## config.mk

```make
export PLATFORM = sky130hd
export DESIGN_NAME = uart_status_flags
export DESIGN_NICKNAME = d
export VERILOG_FILES = /design/src/core/uart_flags_pkg.sv /design/src/core/rx_side_if.sv /design/src/core/rx_flag_unit.sv /design/src/core/tx_flag_unit.sv /design/src/core/uart_status_flags.sv
export VERILOG_INCLUDE_DIRS = /design/src /design/src/core
export SDC_FILE = /design/constraint.sdc
export NUM_CORES = 1
export LEC_CHECK = 0
export ABC_AREA = 1
export CELL_PAD_IN_SITES_DETAIL_PLACEMENT = 0
export CELL_PAD_IN_SITES_GLOBAL_PLACEMENT = 2
export CORE_AREA = 2 2 87 89
export CTS_CLUSTER_SIZE = 20
export DETAILED_ROUTE_END_ITERATION = 10
export DIE_AREA = 0 0 89 91
export DONT_BUFFER_PORTS = 1
export GPL_TIMING_DRIVEN = 0
export PLACE_DENSITY_LB_ADDON = 0.1
export SLEW_MARGIN = 0
export SYNTH_ARGS = -nofsm -noshare
export SYNTH_HDL_FRONTEND = slang
export SYNTH_SLANG_ARGS = --single-unit
```

## constraint.sdc

```tcl
create_clock -name clk_i -period 1.4 [get_ports clk_i]
set_input_delay 0.07 -clock clk_i [delete_from_list [all_inputs] [get_ports clk_i]]
set_output_delay 0.07 -clock clk_i [all_outputs]
set_load 0.05 [all_outputs]
```

## src/core/uart_flags_regs.svh

```systemverilog
`ifndef UART_FLAGS_REGS_SVH
`define UART_FLAGS_REGS_SVH

// Byte offsets on the register bus
`define OFS_STATUS 8'h00
`define OFS_RX_DATA 8'h04
`define OFS_TX_DATA 8'h08
`define OFS_IRQ_STATUS 8'h0c
`define OFS_IRQ_CLEAR 8'h10
`define OFS_IRQ_ENABLE 8'h14

// Status register fields
`define ST_PARITY_BIT 0
`define ST_FRAMING_BIT 1
`define ST_OVERRUN_BIT 2
`define ST_RX_FULL_BIT 3
`define ST_TX_BUSY_BIT 4
`define ST_TX_FULL_BIT 5

// Interrupt status, clear and enable fields
`define IRQ_RX_BIT 0
`define IRQ_TX_BIT 1
`define IRQ_COUNT 2

// Reset values
`define RST_BYTE 8'h00
`define RST_RX_FLAGS 4'h0
`define RST_IRQ 2'h0

`endif

```

## src/core/uart_flags_pkg.sv

```systemverilog
`default_nettype none

package uart_flags_pkg;
    typedef logic [7:0] byte_t;
    typedef logic [31:0] word_t;

    // Receive flags in status register order
    typedef struct packed {
        logic rx_full;
        logic overrun;
        logic framing;
        logic parity;
    } rx_flags_t;
endpackage : uart_flags_pkg

`default_nettype wire

```

## src/core/rx_side_if.sv

```systemverilog
`default_nettype none

interface rx_side_if;
    logic frame_done;
    uart_flags_pkg::byte_t frame_data;
    logic parity_bad;
    logic stop_bad;
    logic status_rd;
    logic data_rd;
    uart_flags_pkg::rx_flags_t flags;
    uart_flags_pkg::byte_t buf_data;
    logic rx_req;

    modport unit (
        input frame_done, frame_data, parity_bad, stop_bad, status_rd, data_rd,
        output flags, buf_data, rx_req
    );
    modport host (
        output frame_done, frame_data, parity_bad, stop_bad, status_rd, data_rd,
        input flags, buf_data, rx_req
    );
endinterface : rx_side_if

`default_nettype wire

```

## src/core/rx_flag_unit.sv

```systemverilog
`default_nettype none
`include "uart_flags_regs.svh"

module rx_flag_unit (
    input wire logic clk_i,
    input wire logic rst_i,
    rx_side_if.unit rx
);
    uart_flags_pkg::rx_flags_t flags_r;
    uart_flags_pkg::rx_flags_t seen_r;
    uart_flags_pkg::byte_t buf_r;
    logic req_r;
    logic overrun;

    assign overrun = flags_r.rx_full | flags_r.overrun;
    assign rx.flags = flags_r;
    assign rx.buf_data = buf_r;
    assign rx.rx_req = req_r;

    // Snapshot of flags that were 1 at the last status read
    always_ff @(posedge clk_i) begin
        if (rst_i) begin
            seen_r <= `RST_RX_FLAGS;
        end else if (rx.status_rd) begin
            seen_r <= flags_r;
        end else if (rx.data_rd) begin
            seen_r <= `RST_RX_FLAGS;
        end
    end

    // Clear first, then events; a set in the same cycle wins
    always_ff @(posedge clk_i) begin
        if (rst_i) begin
            flags_r <= `RST_RX_FLAGS;
        end else begin
            if (rx.data_rd) begin
                flags_r <= flags_r & ~seen_r;
            end
            if (rx.frame_done) begin
                if (overrun) begin
                    flags_r.overrun <= 1'b1;
                end else begin
                    flags_r.rx_full <= 1'b1;
                    flags_r.parity <= rx.parity_bad;
                    flags_r.framing <= rx.stop_bad;
                end
            end
        end
    end

    // Buffer keeps the older byte on overrun; read value after a parity clear is not meaningful
    always_ff @(posedge clk_i) begin
        if (rst_i) begin
            buf_r <= `RST_BYTE;
        end else if (rx.frame_done && !overrun) begin
            buf_r <= rx.frame_data;
        end
    end

    always_ff @(posedge clk_i) begin
        if (rst_i) begin
            req_r <= 1'b0;
        end else begin
            req_r <= rx.frame_done & ~flags_r.overrun;
        end
    end
endmodule : rx_flag_unit

`default_nettype wire

```

## src/core/tx_flag_unit.sv

```systemverilog
`default_nettype none
`include "uart_flags_regs.svh"

module tx_flag_unit (
    input wire logic clk_i,
    input wire logic rst_i,
    input wire logic wr_i,
    input wire uart_flags_pkg::byte_t wr_data_i,
    input wire logic shift_done_i,
    output logic buf_full_o,
    output logic busy_o,
    output logic load_o,
    output uart_flags_pkg::byte_t load_data_o,
    output logic tx_req_o
);
    uart_flags_pkg::byte_t hold_r;
    logic full_r;
    logic busy_r;
    logic start;

    // Held byte moves into the shifter when it is idle or just finishing
    assign start = full_r & (~busy_r | shift_done_i);
    assign buf_full_o = full_r;
    assign busy_o = busy_r;

    // A late write overwrites the waiting byte
    always_ff @(posedge clk_i) begin
        if (rst_i) begin
            hold_r <= `RST_BYTE;
        end else if (wr_i) begin
            hold_r <= wr_data_i;
        end
    end

    always_ff @(posedge clk_i) begin
        if (rst_i) begin
            full_r <= 1'b0;
        end else if (wr_i) begin
            full_r <= 1'b1;
        end else if (start) begin
            full_r <= 1'b0;
        end
    end

    always_ff @(posedge clk_i) begin
        if (rst_i) begin
            busy_r <= 1'b0;
        end else if (start) begin
            busy_r <= 1'b1;
        end else if (shift_done_i && !full_r) begin
            busy_r <= 1'b0;
        end
    end

    always_ff @(posedge clk_i) begin
        if (rst_i) begin
            load_o <= 1'b0;
            load_data_o <= `RST_BYTE;
            tx_req_o <= 1'b0;
        end else begin
            load_o <= start;
            tx_req_o <= start;
            if (start) begin
                load_data_o <= hold_r;
            end
        end
    end
endmodule : tx_flag_unit

`default_nettype wire

```

## src/core/uart_status_flags.sv

```systemverilog
// Notes on behaviour
// - Parity mismatch on a received byte sets the parity flag and a receive request.
// - Zero sampled as stop bit sets the framing flag and a receive request.
// - New frame while previous byte is unread sets overrun flag and receive request.
// - On overrun the new frame is dropped; the buffered byte stays.
// - While overrun is set, further frames are dropped with no receive request.
// - Dropped frames never set the parity or framing flags.
// - Loading a received byte into the buffer sets the buffer full flag.
// - Data read clears only receive flags seen as 1 by a prior status read.
// - Flags set after the status read survive the next data read.
// - Data read that clears a parity error returns an undefined value.
// - Transmission ending with no byte waiting clears the busy flag.
// - Transmission restart after a buffer write sets busy and a transmit request.
// - Byte moving to the shifter clears buffer full and raises a transmit request.
// - Software write to the transmit buffer sets the buffer full flag.
// - After the stop bit the data bits load the buffer, flag full, request.
`default_nettype none
`include "uart_flags_regs.svh"

module uart_status_flags (
    input wire logic clk_i,
    input wire logic rst_i,
    input wire logic cyc_i,
    input wire logic stb_i,
    input wire logic we_i,
    input wire logic [7:0] adr_i,
    input wire logic [3:0] sel_i,
    input wire logic [31:0] dat_i,
    output logic [31:0] dat_o,
    output logic ack_o,
    input wire logic rx_frame_done_i,
    input wire logic [7:0] rx_frame_data_i,
    input wire logic rx_parity_bad_i,
    input wire logic rx_stop_bad_i,
    input wire logic tx_shift_done_i,
    output logic tx_load_o,
    output logic [7:0] tx_load_data_o,
    output logic rx_req_o,
    output logic tx_req_o,
    output logic irq_o
);
    rx_side_if rx ();
    logic ack_r;
    uart_flags_pkg::word_t dat_r;
    logic req;
    logic acc;
    logic tx_wr;
    logic tx_full;
    logic tx_busy;
    logic tx_req;
    logic [`IRQ_COUNT-1:0] irq_ev;
    logic [`IRQ_COUNT-1:0] irq_st_r;
    logic [`IRQ_COUNT-1:0] irq_en_r;
    logic [`IRQ_COUNT-1:0] irq_clr;
    logic [5:0] status;

    function automatic logic hit(input logic [7:0] adr, input logic [7:0] ofs);
        hit = (adr[7:2] == ofs[7:2]);
    endfunction : hit

    // One wait state: ack rises the cycle after the request and drops after one cycle
    assign req = cyc_i & stb_i;
    assign acc = req & ack_r;
    assign ack_o = ack_r;
    assign dat_o = dat_r;

    always_ff @(posedge clk_i) begin
        if (rst_i) begin
            ack_r <= 1'b0;
        end else begin
            ack_r <= req & ~ack_r;
        end
    end

    assign status = {tx_full, tx_busy, rx.flags.rx_full, rx.flags.overrun,
                     rx.flags.framing, rx.flags.parity};

    // Read data is latched when the request is first seen, so it is stable under ack
    always_ff @(posedge clk_i) begin
        if (rst_i) begin
            dat_r <= 32'h0000_0000;
        end else if (req && !ack_r && !we_i) begin
            dat_r <= 32'h0000_0000;
            if (hit(adr_i, `OFS_STATUS)) begin
                dat_r[5:0] <= status;
            end else if (hit(adr_i, `OFS_RX_DATA)) begin
                dat_r[7:0] <= rx.buf_data;
            end else if (hit(adr_i, `OFS_IRQ_STATUS)) begin
                dat_r[`IRQ_COUNT-1:0] <= irq_st_r;
            end else if (hit(adr_i, `OFS_IRQ_ENABLE)) begin
                dat_r[`IRQ_COUNT-1:0] <= irq_en_r;
            end
        end
    end

    // Snapshot shares the edge that latches read data, so a flag set under ack stays
    assign rx.status_rd = req & ~ack_r & ~we_i & hit(adr_i, `OFS_STATUS);
    assign rx.data_rd = acc & ~we_i & hit(adr_i, `OFS_RX_DATA);
    assign tx_wr = acc & we_i & sel_i[0] & hit(adr_i, `OFS_TX_DATA);
    assign irq_clr = (acc & we_i & sel_i[0] & hit(adr_i, `OFS_IRQ_CLEAR)) ?
                     dat_i[`IRQ_COUNT-1:0] : `RST_IRQ;

    assign rx.frame_done = rx_frame_done_i;
    assign rx.frame_data = rx_frame_data_i;
    assign rx.parity_bad = rx_parity_bad_i;
    assign rx.stop_bad = rx_stop_bad_i;

    rx_flag_unit u_rx (
        .clk_i(clk_i),
        .rst_i(rst_i),
        .rx(rx.unit)
    );

    tx_flag_unit u_tx (
        .clk_i(clk_i),
        .rst_i(rst_i),
        .wr_i(tx_wr),
        .wr_data_i(dat_i[7:0]),
        .shift_done_i(tx_shift_done_i),
        .buf_full_o(tx_full),
        .busy_o(tx_busy),
        .load_o(tx_load_o),
        .load_data_o(tx_load_data_o),
        .tx_req_o(tx_req)
    );

    assign rx_req_o = rx.rx_req;
    assign tx_req_o = tx_req;
    assign irq_ev[`IRQ_RX_BIT] = rx.rx_req;
    assign irq_ev[`IRQ_TX_BIT] = tx_req;

    always_ff @(posedge clk_i) begin
        if (rst_i) begin
            irq_en_r <= `RST_IRQ;
        end else if (acc && we_i && sel_i[0] && hit(adr_i, `OFS_IRQ_ENABLE)) begin
            irq_en_r <= dat_i[`IRQ_COUNT-1:0];
        end
    end

    // Sticky bits; a new event beats a clear in the same cycle
    generate
        for (genvar i = 0; i < `IRQ_COUNT; i++) begin : g_irq
            always_ff @(posedge clk_i) begin
                if (rst_i) begin
                    irq_st_r[i] <= 1'b0;
                end else if (irq_ev[i]) begin
                    irq_st_r[i] <= 1'b1;
                end else if (irq_clr[i]) begin
                    irq_st_r[i] <= 1'b0;
                end
            end
        end
    endgenerate

    assign irq_o = |(irq_st_r & irq_en_r);
endmodule : uart_status_flags

`default_nettype wire

```

==> Yosys cells after proc, flatten, opt, wreduce, memory -nomap -nowiden <==
Cells that the tools add are included.
{ "classes": {"eq_ne": 5, "reduce_logical": 18, "bitwise_logic": 22, "n_mux": 22} }
{ "op_table": {"columns": ["cell", "count"], "rows": [
  ["4-bit 2-to-1 mux", 4],
  ["1-bit bitwise AND", 13],
  ["6-bit by 2-bit equality test with 1-bit output, second input constant", 2],
  ["6-bit by 3-bit equality test with 1-bit output, second input constant", 2],
  ["2-bit 2-to-1 mux", 6],
  ["6-bit 2-to-1 mux", 2],
  ["1-bit 2-to-1 mux", 10],
  ["2-bit nonzero test", 5],
  ["1-bit logical AND", 7],
  ["6-bit by 1-bit equality test with 1-bit output, second input constant", 1],
  ["6-bit zero test", 1],
  ["4-bit bitwise AND", 1],
  ["1-bit zero test", 4],
  ["1-bit NOT", 4],
  ["4-bit NOT", 1],
  ["2-bit bitwise AND", 1],
  ["1-bit bitwise OR", 2],
  ["2-bit OR reduction", 1]
]} }
{ "word_totals": {"inputBits": 61, "regBits": 49, "word_cells": 87} }

==> Logic depth before layout (Yosys ltp) <==
Gate-level depths: netlist of run 1.
{ "depth": {"ltp_word": 8, "depth_mapped": 9} }

==> Modules after synthesis <==
A second synthesis of run 1 with hierarchy kept.
{ "hier_totals": {"cells_unflattened": 334, "area_unflattened_um2": 2383.5} }
{ "modules_own_cells": {"columns": ["mod", "n_inst", "cells_each", "area_per_inst_um2", "seq_area_each_um2"], "rows": [
  ["uart_status_flags", 1, 142, 934.6, 260.2],
  ["tx_flag_unit", 1, 90, 732.0, 380.4],
  ["rx_flag_unit", 1, 102, 716.9, 340.3]
]} }

==> Least setup slack after synthesis of run 1 <==
No wires, ideal clock.
{ "synth_timing": {"path_type": "reg-to-reg", "startpoint": "register ack_r, in the netlist ack_o", "endpoint": "register u_tx.hold_r[0]", "t_arrival_ns": 1.424, "path_slack_ns": -0.140, "required_time_ns": 1.284, "stages_incl_launch_ff": 6, "path_cell_list": "dfxtp_1 > nand3_1 > nor2_4 > nand2_4 > o21ai_0 > nor2_1"} }
{ "synth_between": {"elab_chain_cells": 4} }
{ "synth_rtl": {"columns": ["element", "line", "text"], "rows": [
  ["start: declaration", "uart_status_flags.sv:43", "logic ack_r;"],
  ["start signal: assignment", "uart_status_flags.sv:71", "ack_r <= req & ~ack_r;"],
  ["1-bit bitwise AND", "uart_status_flags.sv:63", "assign acc = req & ack_r;"],
  ["1-bit bitwise AND (3 in a row)", "uart_status_flags.sv:99", "assign tx_wr = acc & we_i & sel_i[0] & hit(adr_i, `OFS_TX_DATA);"],
  ["end signal: assignment", "tx_flag_unit.sv:29", "hold_r <= `RST_BYTE;"],
  ["end signal: assignment", "tx_flag_unit.sv:31", "hold_r <= wr_data_i;"],
  ["end: declaration", "tx_flag_unit.sv:16", "uart_flags_pkg::byte_t hold_r;"]
]} }
No other way between the ends.
A chain may end at the register's enable or synchronous reset.

==> Final worst setup path of run 1 <==
Ends and elaborated chain as after synthesis.

==> results.tsv, run 1 <==
metric	value	unit
status	finished, final reports clean	
min-delay worst type	input port to flop	
Ys Warns	0	
DR WL/cell	12.1	µm
final setup margin	0.123	ns
Die Height	91	µm
Final Cycle Share	0.912	
VDD IR max	520	µV
top cell type by total area after synthesis	dfxtp_1	
commonest non-fill, non-tap cell in the layout	nor2_1	
top cells by area, synth	dfxtp_1, nor2_1, buf_4	
Rel. slew slack	0.643	
fraction of layout cells with a size suffix above 1	0.163	
post-CTS setup buffers	0	
f_max	0.783	GHz
routed via count	1908	
Mean Syn Cell Area	7.51	µm²
WL final	5430	µm
initial antenna violation count	0	
Comb pwr share	0.134	
post-synth top area share	0.443	
Hold Crit Start	dat_i[1]	
Synth Instances	295	
P_leak	1.19	nW
final setup violation count	0	
crit end category	flop	
Reg power frac	0.477	
endpoints failing hold	0	
hold slack final	0.0182	ns
post-route ant nets	0	
nets@finish	410	
CP arrival	1.48	ns
Reg2Reg Capture Point	u_tx.hold_r[0]	
RSZ-0062 raised after global routing	false	
CTS Sinks	49	
R2R Setup Slk	0.12	ns
Pint	0.00228	W
final instance area	2810	µm²
worst-path cell chain	nand3_2 > nor2_4 > nand2_4 > o21ai_0 > nor2_1	
Via-to-Cell Ratio	4.25	
gr usage total	0.139	
switching power	0.000795	W
most frequent cells in the layout	nor2_1, dfxtp_1, nand2_1	
Root Driver	clkbuf_8	
TNS Setup	0	ns
r2r worst-path depth	5	
GPL Wtd Cong	0.720	
CP max-delay cell	dfxtp_4	
CP max FO	9	
hpwl dp	4010	µm
critical path startpoint category	flop	
max-cap check violation count	0	
Pwr per Cell Area	1090	nW/µm²
Setup crit end	u_tx.hold_r[0]	
#FFs+latches synth	49	
Synth cell types	25	
non-filler cells, final	449	
Area Growth Syn to Fin	27.1	%
worst-margin pin slew	0.535	ns
DP Worst Slack	-0.0541	ns
Clock power frac	0.389	
kind of critical path	flop to flop	
core area	7140	µm²
Final Skew	0.00865	ns
placed insts	417	
DP Area	2430	µm²
initial drt markers	43	
largest net degree at the start of global routing	16	
Worst Setup SP	ack_o	
Max H-tree Level	2	
Inserted Diodes	0	
Worst-path clk slew	0.10	ns
Final Max Slew Viols	0	
Pre-antenna DRT Iters	4	
post-synth design cell area	2210	µm²
die width	89	µm
Final Critical Period	1.28	ns
number of clock buffers inserted by TritonCTS	5	
total gr overflow	0	
die footprint	8100	µm²
I/O pin total	106	
global-route wire length before repair	8910	µm
Bufs on Longest Clock Path	2	
row count	31	
I/O Buffers	0	
worst stage delay on the critical path	0.50	ns
drt drc	0	
Worst Path Required	1.60	ns
Switching Share	0.258	
Seq/Total Area, Yosys	0.443	
CTS tree	built	
Starting Density	0.310	
vias in the first global route	1841	
worst skew pair latency	0.30	ns
reg2reg start	ack_o	
-- routing by layer --
| metal | GRT usage | wire length [µm] | vias to the layer above | share of wire |
|---|---|---|---|---|
| met5 | 0 | 0 | - | 0 |
| met4 | 0.0299 | 44 | 0 | 0.0081 |
| met3 | 0.0445 | 379 | 4 | 0.070 |
| met2 | 0.215 | 2470 | 48 | 0.46 |
| met1 | 0.191 | 2530 | 859 | 0.47 |
| li1 | - | - | 997 | - |
-- how the worst min path moves through the flow --
stage	to	slack, ns	cells after the start
finish	irq_st_r[1]	0.02	3
global placement	u_rx.rx.flags[2]	0.23	3
floorplan	u_rx.rx.rx_req	0.20	2
global route	irq_en_r[0]	0.06	3
detailed placement	u_rx.rx.flags[2]	0.23	3
CTS	irq_st_r[1]	0.01	3
-- area by class of cell --
type	instances	area, µm²
plain buffers	31	213
fillers	807	4320
multi-input cells	217	1030
inverters	21	83.8
flip-flops and latches	49	986
well taps	99	124
clock inverters	3	65.1
repair buffers	24	240
clock buffers	5	68.8
-- synthesized netlist by cell type, drive strengths merged --
master	instances
nor2	76
dfxtp	49
nand2	42
o21ai	28
buf	27
a21oi	23
inv	20
nand3	13
a21boi	4
clkbuf	4
nand4	3
nor3	3
a22o	1
clkinv	1
conb	1
-- cell families after synthesis --
group / after synthesis / share of synthesized area
and+or+nand+nor: 137 / 0.289
AOI/OAI and AO/OA: 56 / 0.133
buffers and inverters: 52 / 0.134
DFF: 49 / 0.443
other: 1 / 0.00169
-- registers in the layout (all words and copies together), names as in the netlist, 2 cells and up --
signal,count
dat_o,8
u_rx.rx.buf_data,8
u_tx.hold_r,8
u_tx.load_data_o,8
u_rx.rx.flags,4
u_rx.seen_r,4
irq_en_r,2
irq_st_r,2
-- metrics by stage --
| step | power (W) | util |
|---|---|---|
| after floorplan | 0.00181 | - |
| after global placement | 0.00186 | 0.340 |
| after detailed placement | 0.00186 | 0.340 |
| after CTS | 0.00312 | 0.393 |
| after global routing | 0.00323 | 0.394 |
| final | 0.00308 | 0.394 |
-- critical path: cells and delay by family (launching register included) --
family | cells | cell delay (ns)
simple gates | 4 | 0.51
flops | 1 | 0.50
compound gates | 1 | 0.17
-- power by group through the flow --
stage / combinational (W) / clock (W) / sequential [W]
after global placement: 0.000357 / 0 / 0.00150
final: 0.000413 / 0.00120 / 0.00147
after floorplan: 0.000317 / 0 / 0.00149
after CTS: 0.000414 / 0.00124 / 0.00147
after detailed placement: 0.000358 / 0 / 0.00150
after global routing: 0.000459 / 0.00129 / 0.00147
-- timing repair --
item                                    CTS  global route
pin swaps                                 0             1
hold endpoints to repair                 27             0
gates resized for setup                   1             6
endpoints found under the setup margin   16             9
hold buffers                             24             0
Power figures use the tool's default switching activity.
==> inputs of run 2 (changes only) <==
- ABC_AREA: 1 -> 0
- CORE_AREA: 2 2 87 89 -> 2 2 83 85
- DIE_AREA: 0 0 89 91 -> 0 0 85 87
==> run 2 against run 1 <==
Final cell count shrank 17%. Register-to-register slack lost 0.06 ns. Sequential cell count is the same. First-iteration DRC count grew 40%. Clock skew grew 0.0011 ns. Sequential share of layout area grew 1.5 points. Setup slack lost 0.058 ns. Utilization grew 1.7 points. Clock-buffer cell count grew 1. Largest cell class unchanged. Largest power group unchanged. Highest routed layer unchanged.
==> results.tsv, run 2 <==
metric	value	unit	change
CP max-delay cell	dfxtp_4		
Final Max Slew Viols	0		unchanged
Inserted Diodes	0		unchanged
multi-input logic area	1040	µm²	+1.1%
Top Family by Delay on Critical Path	simple AND/OR/NAND/NOR gates		
EDFF count, synth	0		unchanged
Mean Syn Cell Area	8.92	µm²	+19%
CTS tree	built		
worst-path cell chain	nand3_1 > nor4_4 > mux2i_1 > nor2_1		
f_max	0.749	GHz	-4.4%
critical path depth	4		-1
worst skew pair latency	0.31	ns	about the same
initial antenna violation count	0		unchanged
largest net degree at the start of global routing	16		unchanged
Reg area	986	µm²	unchanged
CP arrival	1.51	ns	+0.03 ns
min-delay worst type	input port to flop		
Util after Layout	0.411		+0.0166
post-synth design cell area	2150	µm²	-2.9%
row count	30		-3.2%
post-route ant nets	0		unchanged
WP buf/inv	0		unchanged
hpwl dp	3640	µm	-9.1%
die footprint	7400	µm²	-8.7%
Synth cell types	35		+40%
Pwr per Cell Area	1020	nW/µm²	-6.4%
Root Driver	clkbuf_8		
commonest non-fill, non-tap cell in the layout	dfxtp_1		
status	finished, final reports clean		
worst-margin pin slew	0.663	ns	+0.127 ns
R2R Setup Slk	0.07	ns	-0.06 ns
max-cap check violation count	0		unchanged
routed via count	1659		-13%
final setup violation count	0		unchanged
Die Height	87	µm	-4.4%
post-synth top area share	0.456		+0.0134
Max H-tree Level	2		unchanged
# fillers	692		-14%
Bufs on Longest Clock Path	2		unchanged
kind of critical path	flop to flop		
Final Cycle Share	0.953		+0.0417
critical path startpoint category	flop		
drt drc	0		unchanged
Via-to-Cell Ratio	4.47		+5.2%
Starting Density	0.327		+0.0169
Clock power frac	0.320		-0.069
global-route wire length before repair	8300	µm	-6.8%
Final Critical Period	1.33	ns	+0.0583 ns
P_leak	1.18	nW	-1.3%
VDD IR max	465	µV	-11%
Pwr Total	0.00276	W	-10%
GPL Wtd Cong	0.729		+1.3%
fraction of registers with async set/reset	0		unchanged
worst stage delay on the critical path	0.49	ns	about the same
total gr overflow	0		unchanged
DP Area	2340	µm²	-3.7%
worst hold stages	3		unchanged
Rel. slew slack	0.555		-0.0877
Synth Instances	241		-18%
met1 wire length	2260	µm	-11%
WL final	5070	µm	-6.6%
top cells by area, synth	dfxtp_1, buf_4, mux2i_1		
Post-synth top flop	dfxtp_1		
Reg power frac	0.539		+0.062
top cell type by total area after synthesis	dfxtp_1		
Switching Share	0.287		+0.0289
met3 WL	361	µm	-4.7%
gr usage total	0.144		+0.00424
Pre-antenna DRT Iters	4		unchanged
nets@finish	351		-14%
Seq/Total Area, Yosys	0.456		+0.0134
Final Skew	0.00978	ns	+0.00113 ns
crit end category	flop		
CTS Sinks	49		unchanged
vias in the first global route	1680		-8.7%
r2r worst-path depth	4		-1
switching power	0.000794	W	-0.15%
met2 WL	2360	µm	-4.5%
fraction of layout cells with a size suffix above 1	0.196		+0.0330
core area	6570	µm²	-8.0%
top-count cell post-synth	dfxtp_1		
#FFs+latches synth	49		unchanged
final instance area	2700	µm²	-4.1%
Worst-path clk slew	0.09	ns	about the same
Worst Path Required	1.58	ns	-0.02 ns
die width	85	µm	-4.5%
most frequent cells in the layout	dfxtp_1, nor2_1, nand2_1, buf_4, conb_1		
Top Metal Used	met4		
top post-synthesis cells by count	dfxtp_1, nor2_1, nand2_1		
RSZ-0062 raised after global routing	true		
DR WL/cell	13.7	µm	+13%
CP max FO	8		-1
initial drt markers	60		+40%
I/O Buffers	0		unchanged
TNS Setup	0	ns	unchanged
Ys Warns	0		unchanged
number of clock buffers inserted by TritonCTS	5		unchanged
hold slack final	0.0156	ns	-0.00264 ns
Pint	0.00197	W	-14%
endpoints failing hold	0		unchanged
I/O pin total	106		unchanged
Area Growth Syn to Fin	25.6	%	
Comb pwr share	0.141		+0.007
run 2: cell families (layout without fill, tap and decap cells):
kind of cell    Yosys count  after routing  share of synthesized area
simple gates             95             95                      0.223
flops                    49             49                      0.456
buf+inv                  42             69                      0.120
compound gates           35             35                      0.111
mux                      18             18                     0.0838
other cells               1             24                    0.00174
xor+xnor                  1              1                    0.00408
run 2: power by group through the flow:
stage	clock network [W]	logic (W)	registers, W
2_1_floorplan	0	0.000303	0.00151
3_3_place_gp	0	0.000339	0.00152
3_5_place_dp	0	0.000340	0.00152
4_1_cts	0.000922	0.000389	0.00149
5_1_grt	0.000968	0.000424	0.00149
6_report	0.000884	0.000391	0.00149
run 2: final timing paths:
kind             startpoint          endpoint
max                   ack_o       irq_en_r[1]
min                    we_i          dat_o[0]
max reg2reg           ack_o       irq_en_r[1]
min reg2reg  u_rx.seen_r[3]  u_rx.rx.flags[3]
run 2: tightest hold or removal path, delay by kind of cell:
family           cells  cell delay, ns
AND/OR/NAND/NOR      1            0.03
AO/OA/AOI/OAI        2            0.16
run 2: final cells by class:
class / instances / share of cell area
plain buffers: 35 / 0.0909
clock buffers: 6 / 0.0306
clock inverters: 2 / 0.00510
inverters: 5 / 0.00695
multi-input cells: 173 / 0.387
flip-flops and latches: 49 / 0.365
well taps: 80 / 0.0371
repair buffers: 21 / 0.0770
run 2: per-layer routing:
layer / track usage / vias up
met5: 0 / -
met4: 0.0649 / 0
met3: 0.0474 / 7
met2: 0.239 / 46
met1: 0.168 / 726
li1: - / 880
run 2: repair_timing:
| item | CTS | global route |
|---|---|---|
| gates resized for setup | 7 | 12 |
| setup endpoints to repair | 36 | 31 |
| hold buffers | 20 | 0 |
| buffers inserted | 0 | 1 |
| endpoints found under the hold margin | 26 | 0 |
run 2: through the flow:
stage                     cells  worst slack [ns]
final                       371            0.0652
after global routing        371           -0.0279
after CTS                   370           0.00615
after detailed placement    344            -0.299
after global placement      344            -0.278
after floorplan             264            0.0288
==> inputs of run 3 (changes only) <==
==> constraint.sdc (replaced) <==
create_clock -name clk_i -period 1.4 [get_ports clk_i]
set_input_delay 0.14 -clock clk_i [delete_from_list [all_inputs] [get_ports clk_i]]
set_output_delay 0.14 -clock clk_i [all_outputs]
set_load 0.05 [all_outputs]
==> run 3 against run 2 <==
Via count is 0.18% higher. Fmax about the same. First-iteration DRC count is 30% higher.
==> results.tsv, run 3 (synthesis results as in run 2) <==
metric	value	unit	change
post-route ant nets	0		unchanged
Final Max Slew Viols	0		unchanged
P_leak	1.17	nW	-0.35%
nets@finish	350		-0.28%
WP buf/inv	0		unchanged
global-route wire length before repair	8290	µm	about the same
commonest non-fill, non-tap cell in the layout	dfxtp_1		
Final Critical Period	1.33	ns	-0.000120 ns
initial antenna violation count	0		unchanged
largest net degree at the start of global routing	16		unchanged
die footprint	7400	µm²	unchanged
CP max FO	8		unchanged
DP Area	2340	µm²	unchanged
drt drc	0		unchanged
Pwr Total	0.00276	W	about the same
CTS tree	built		
Worst Path Required	1.58	ns	about the same
vias in the first global route	1680		unchanged
CP arrival	1.51	ns	about the same
Final Cycle Share	0.953		about the same
Final Skew	0.00972	ns	-0.0000632 ns
min-delay worst type	input port to flop		
worst-margin pin slew	0.658	ns	-0.00484 ns
worst-path cell chain	nand3_1 > nor4_4 > mux2i_1 > nor2_1		
worst skew pair latency	0.31	ns	about the same
R2R Setup Slk	0.07	ns	about the same
CP max-delay cell	dfxtp_4		
max-cap check violation count	0		unchanged
total gr overflow	0		unchanged
Rel. slew slack	0.557		+0.00250
I/O Buffers	0		unchanged
DR WL/cell	13.7	µm	about the same
endpoints failing hold	0		unchanged
Via-to-Cell Ratio	4.49		+0.45%
die width	85	µm	unchanged
routed via count	1662		+0.18%
Pwr per Cell Area	1030	nW/µm²	+0.33%
most frequent cells in the layout	dfxtp_1, nor2_1, nand2_1, buf_4, conb_1		
core area	6570	µm²	unchanged
row count	30		unchanged
Worst-path clk slew	0.09	ns	about the same
Top Family by Delay on Critical Path	simple AND/OR/NAND/NOR gates		
Root Driver	clkbuf_8		
worst stage delay on the critical path	0.49	ns	about the same
kind of critical path	flop to flop		
Area Growth Syn to Fin	25.1	%	
crit end category	flop		
number of clock buffers inserted by TritonCTS	5		unchanged
Bufs on Longest Clock Path	2		unchanged
GPL Wtd Cong	0.729		unchanged
I/O pin total	106		unchanged
TNS Setup	0	ns	unchanged
hpwl dp	3640	µm	unchanged
Inserted Diodes	0		unchanged
RSZ-0062 raised after global routing	true		
status	finished, final reports clean		
Die Height	87	µm	unchanged
gr usage total	0.144		-0.000200
critical path startpoint category	flop		
final instance area	2690	µm²	-0.37%
CTS Sinks	49		unchanged
VDD IR max	465	µV	about the same
Max H-tree Level	2		unchanged
initial drt markers	78		+30%
f_max	0.749	GHz	about the same
WL final	5060	µm	-0.30%
Starting Density	0.327		unchanged
Pre-antenna DRT Iters	4		unchanged
hold slack final	0.0295	ns	+0.0139 ns
fraction of layout cells with a size suffix above 1	0.197		+0.000675
final setup violation count	0		unchanged
## run 3: cell type report
| class | instances | area (µm²) |
|---|---|---|
| clock inverters | 2 | 13.8 |
| fillers | 691 | 3880 |
| flip-flops and latches | 49 | 986 |
| clock buffers | 6 | 82.6 |
| repair buffers | 20 | 198 |
| plain buffers | 35 | 245 |
| multi-input cells | 173 | 1040 |
| inverters | 5 | 18.8 |
| well taps | 80 | 100 |
## run 3: repair_timing
item	in CTS	in global routing
buffers inserted	0	1
hold endpoints to repair	24	0
endpoints found under the setup margin	37	30
gates resized for setup	8	11
hold buffers	19	0
## run 3: metal layers
| layer | GRT usage | routed length [µm] | up-vias |
|---|---|---|---|
| met5 | 0 | 0 | - |
| met2 | 0.241 | 2360 | 46 |
| met3 | 0.0474 | 375 | 7 |
| met4 | 0.0649 | 87 | 0 |
| met1 | 0.167 | 2240 | 732 |
| li1 | - | - | 877 |
## run 3: final timing paths
kind / from / end / cells after the start
setup / recovery: ack_o / irq_en_r[1] / 4
hold / removal: tx_shift_done_i / u_tx.buf_full_o / 3
setup reg to reg: ack_o / irq_en_r[1] / 4
hold reg to reg: u_rx.seen_r[3] / u_rx.rx.flags[3] / 1
## run 3: power breakdown
group | total (W) | leakage (nW) | internal (W) | switching, W
Combinational | 0.000388 | 0.724 | 0.000138 | 0.000250
Sequential | 0.00149 | 0.399 | 0.00143 | 0.0000603
Clock | 0.000885 | 0.0512 | 0.000401 | 0.000484
## run 3: worst register-to-register path, stage by stage, from the launching register on
cell and delay (ns):
dfxtp_4 0.49, nand3_1 0.16, nor4_4 0.31, mux2i_1 0.22, nor2_1 0.05
## run 3: through the flow
stage / worst slack, ns / std cells / utilization
after floorplan: 0.0288 / 264 / -
after detailed placement: -0.299 / 344 / 0.356
after CTS: 0.00616 / 369 / 0.402
final: 0.0653 / 370 / 0.409
after global routing: -0.0279 / 370 / 0.409
after global placement: -0.278 / 344 / 0.356
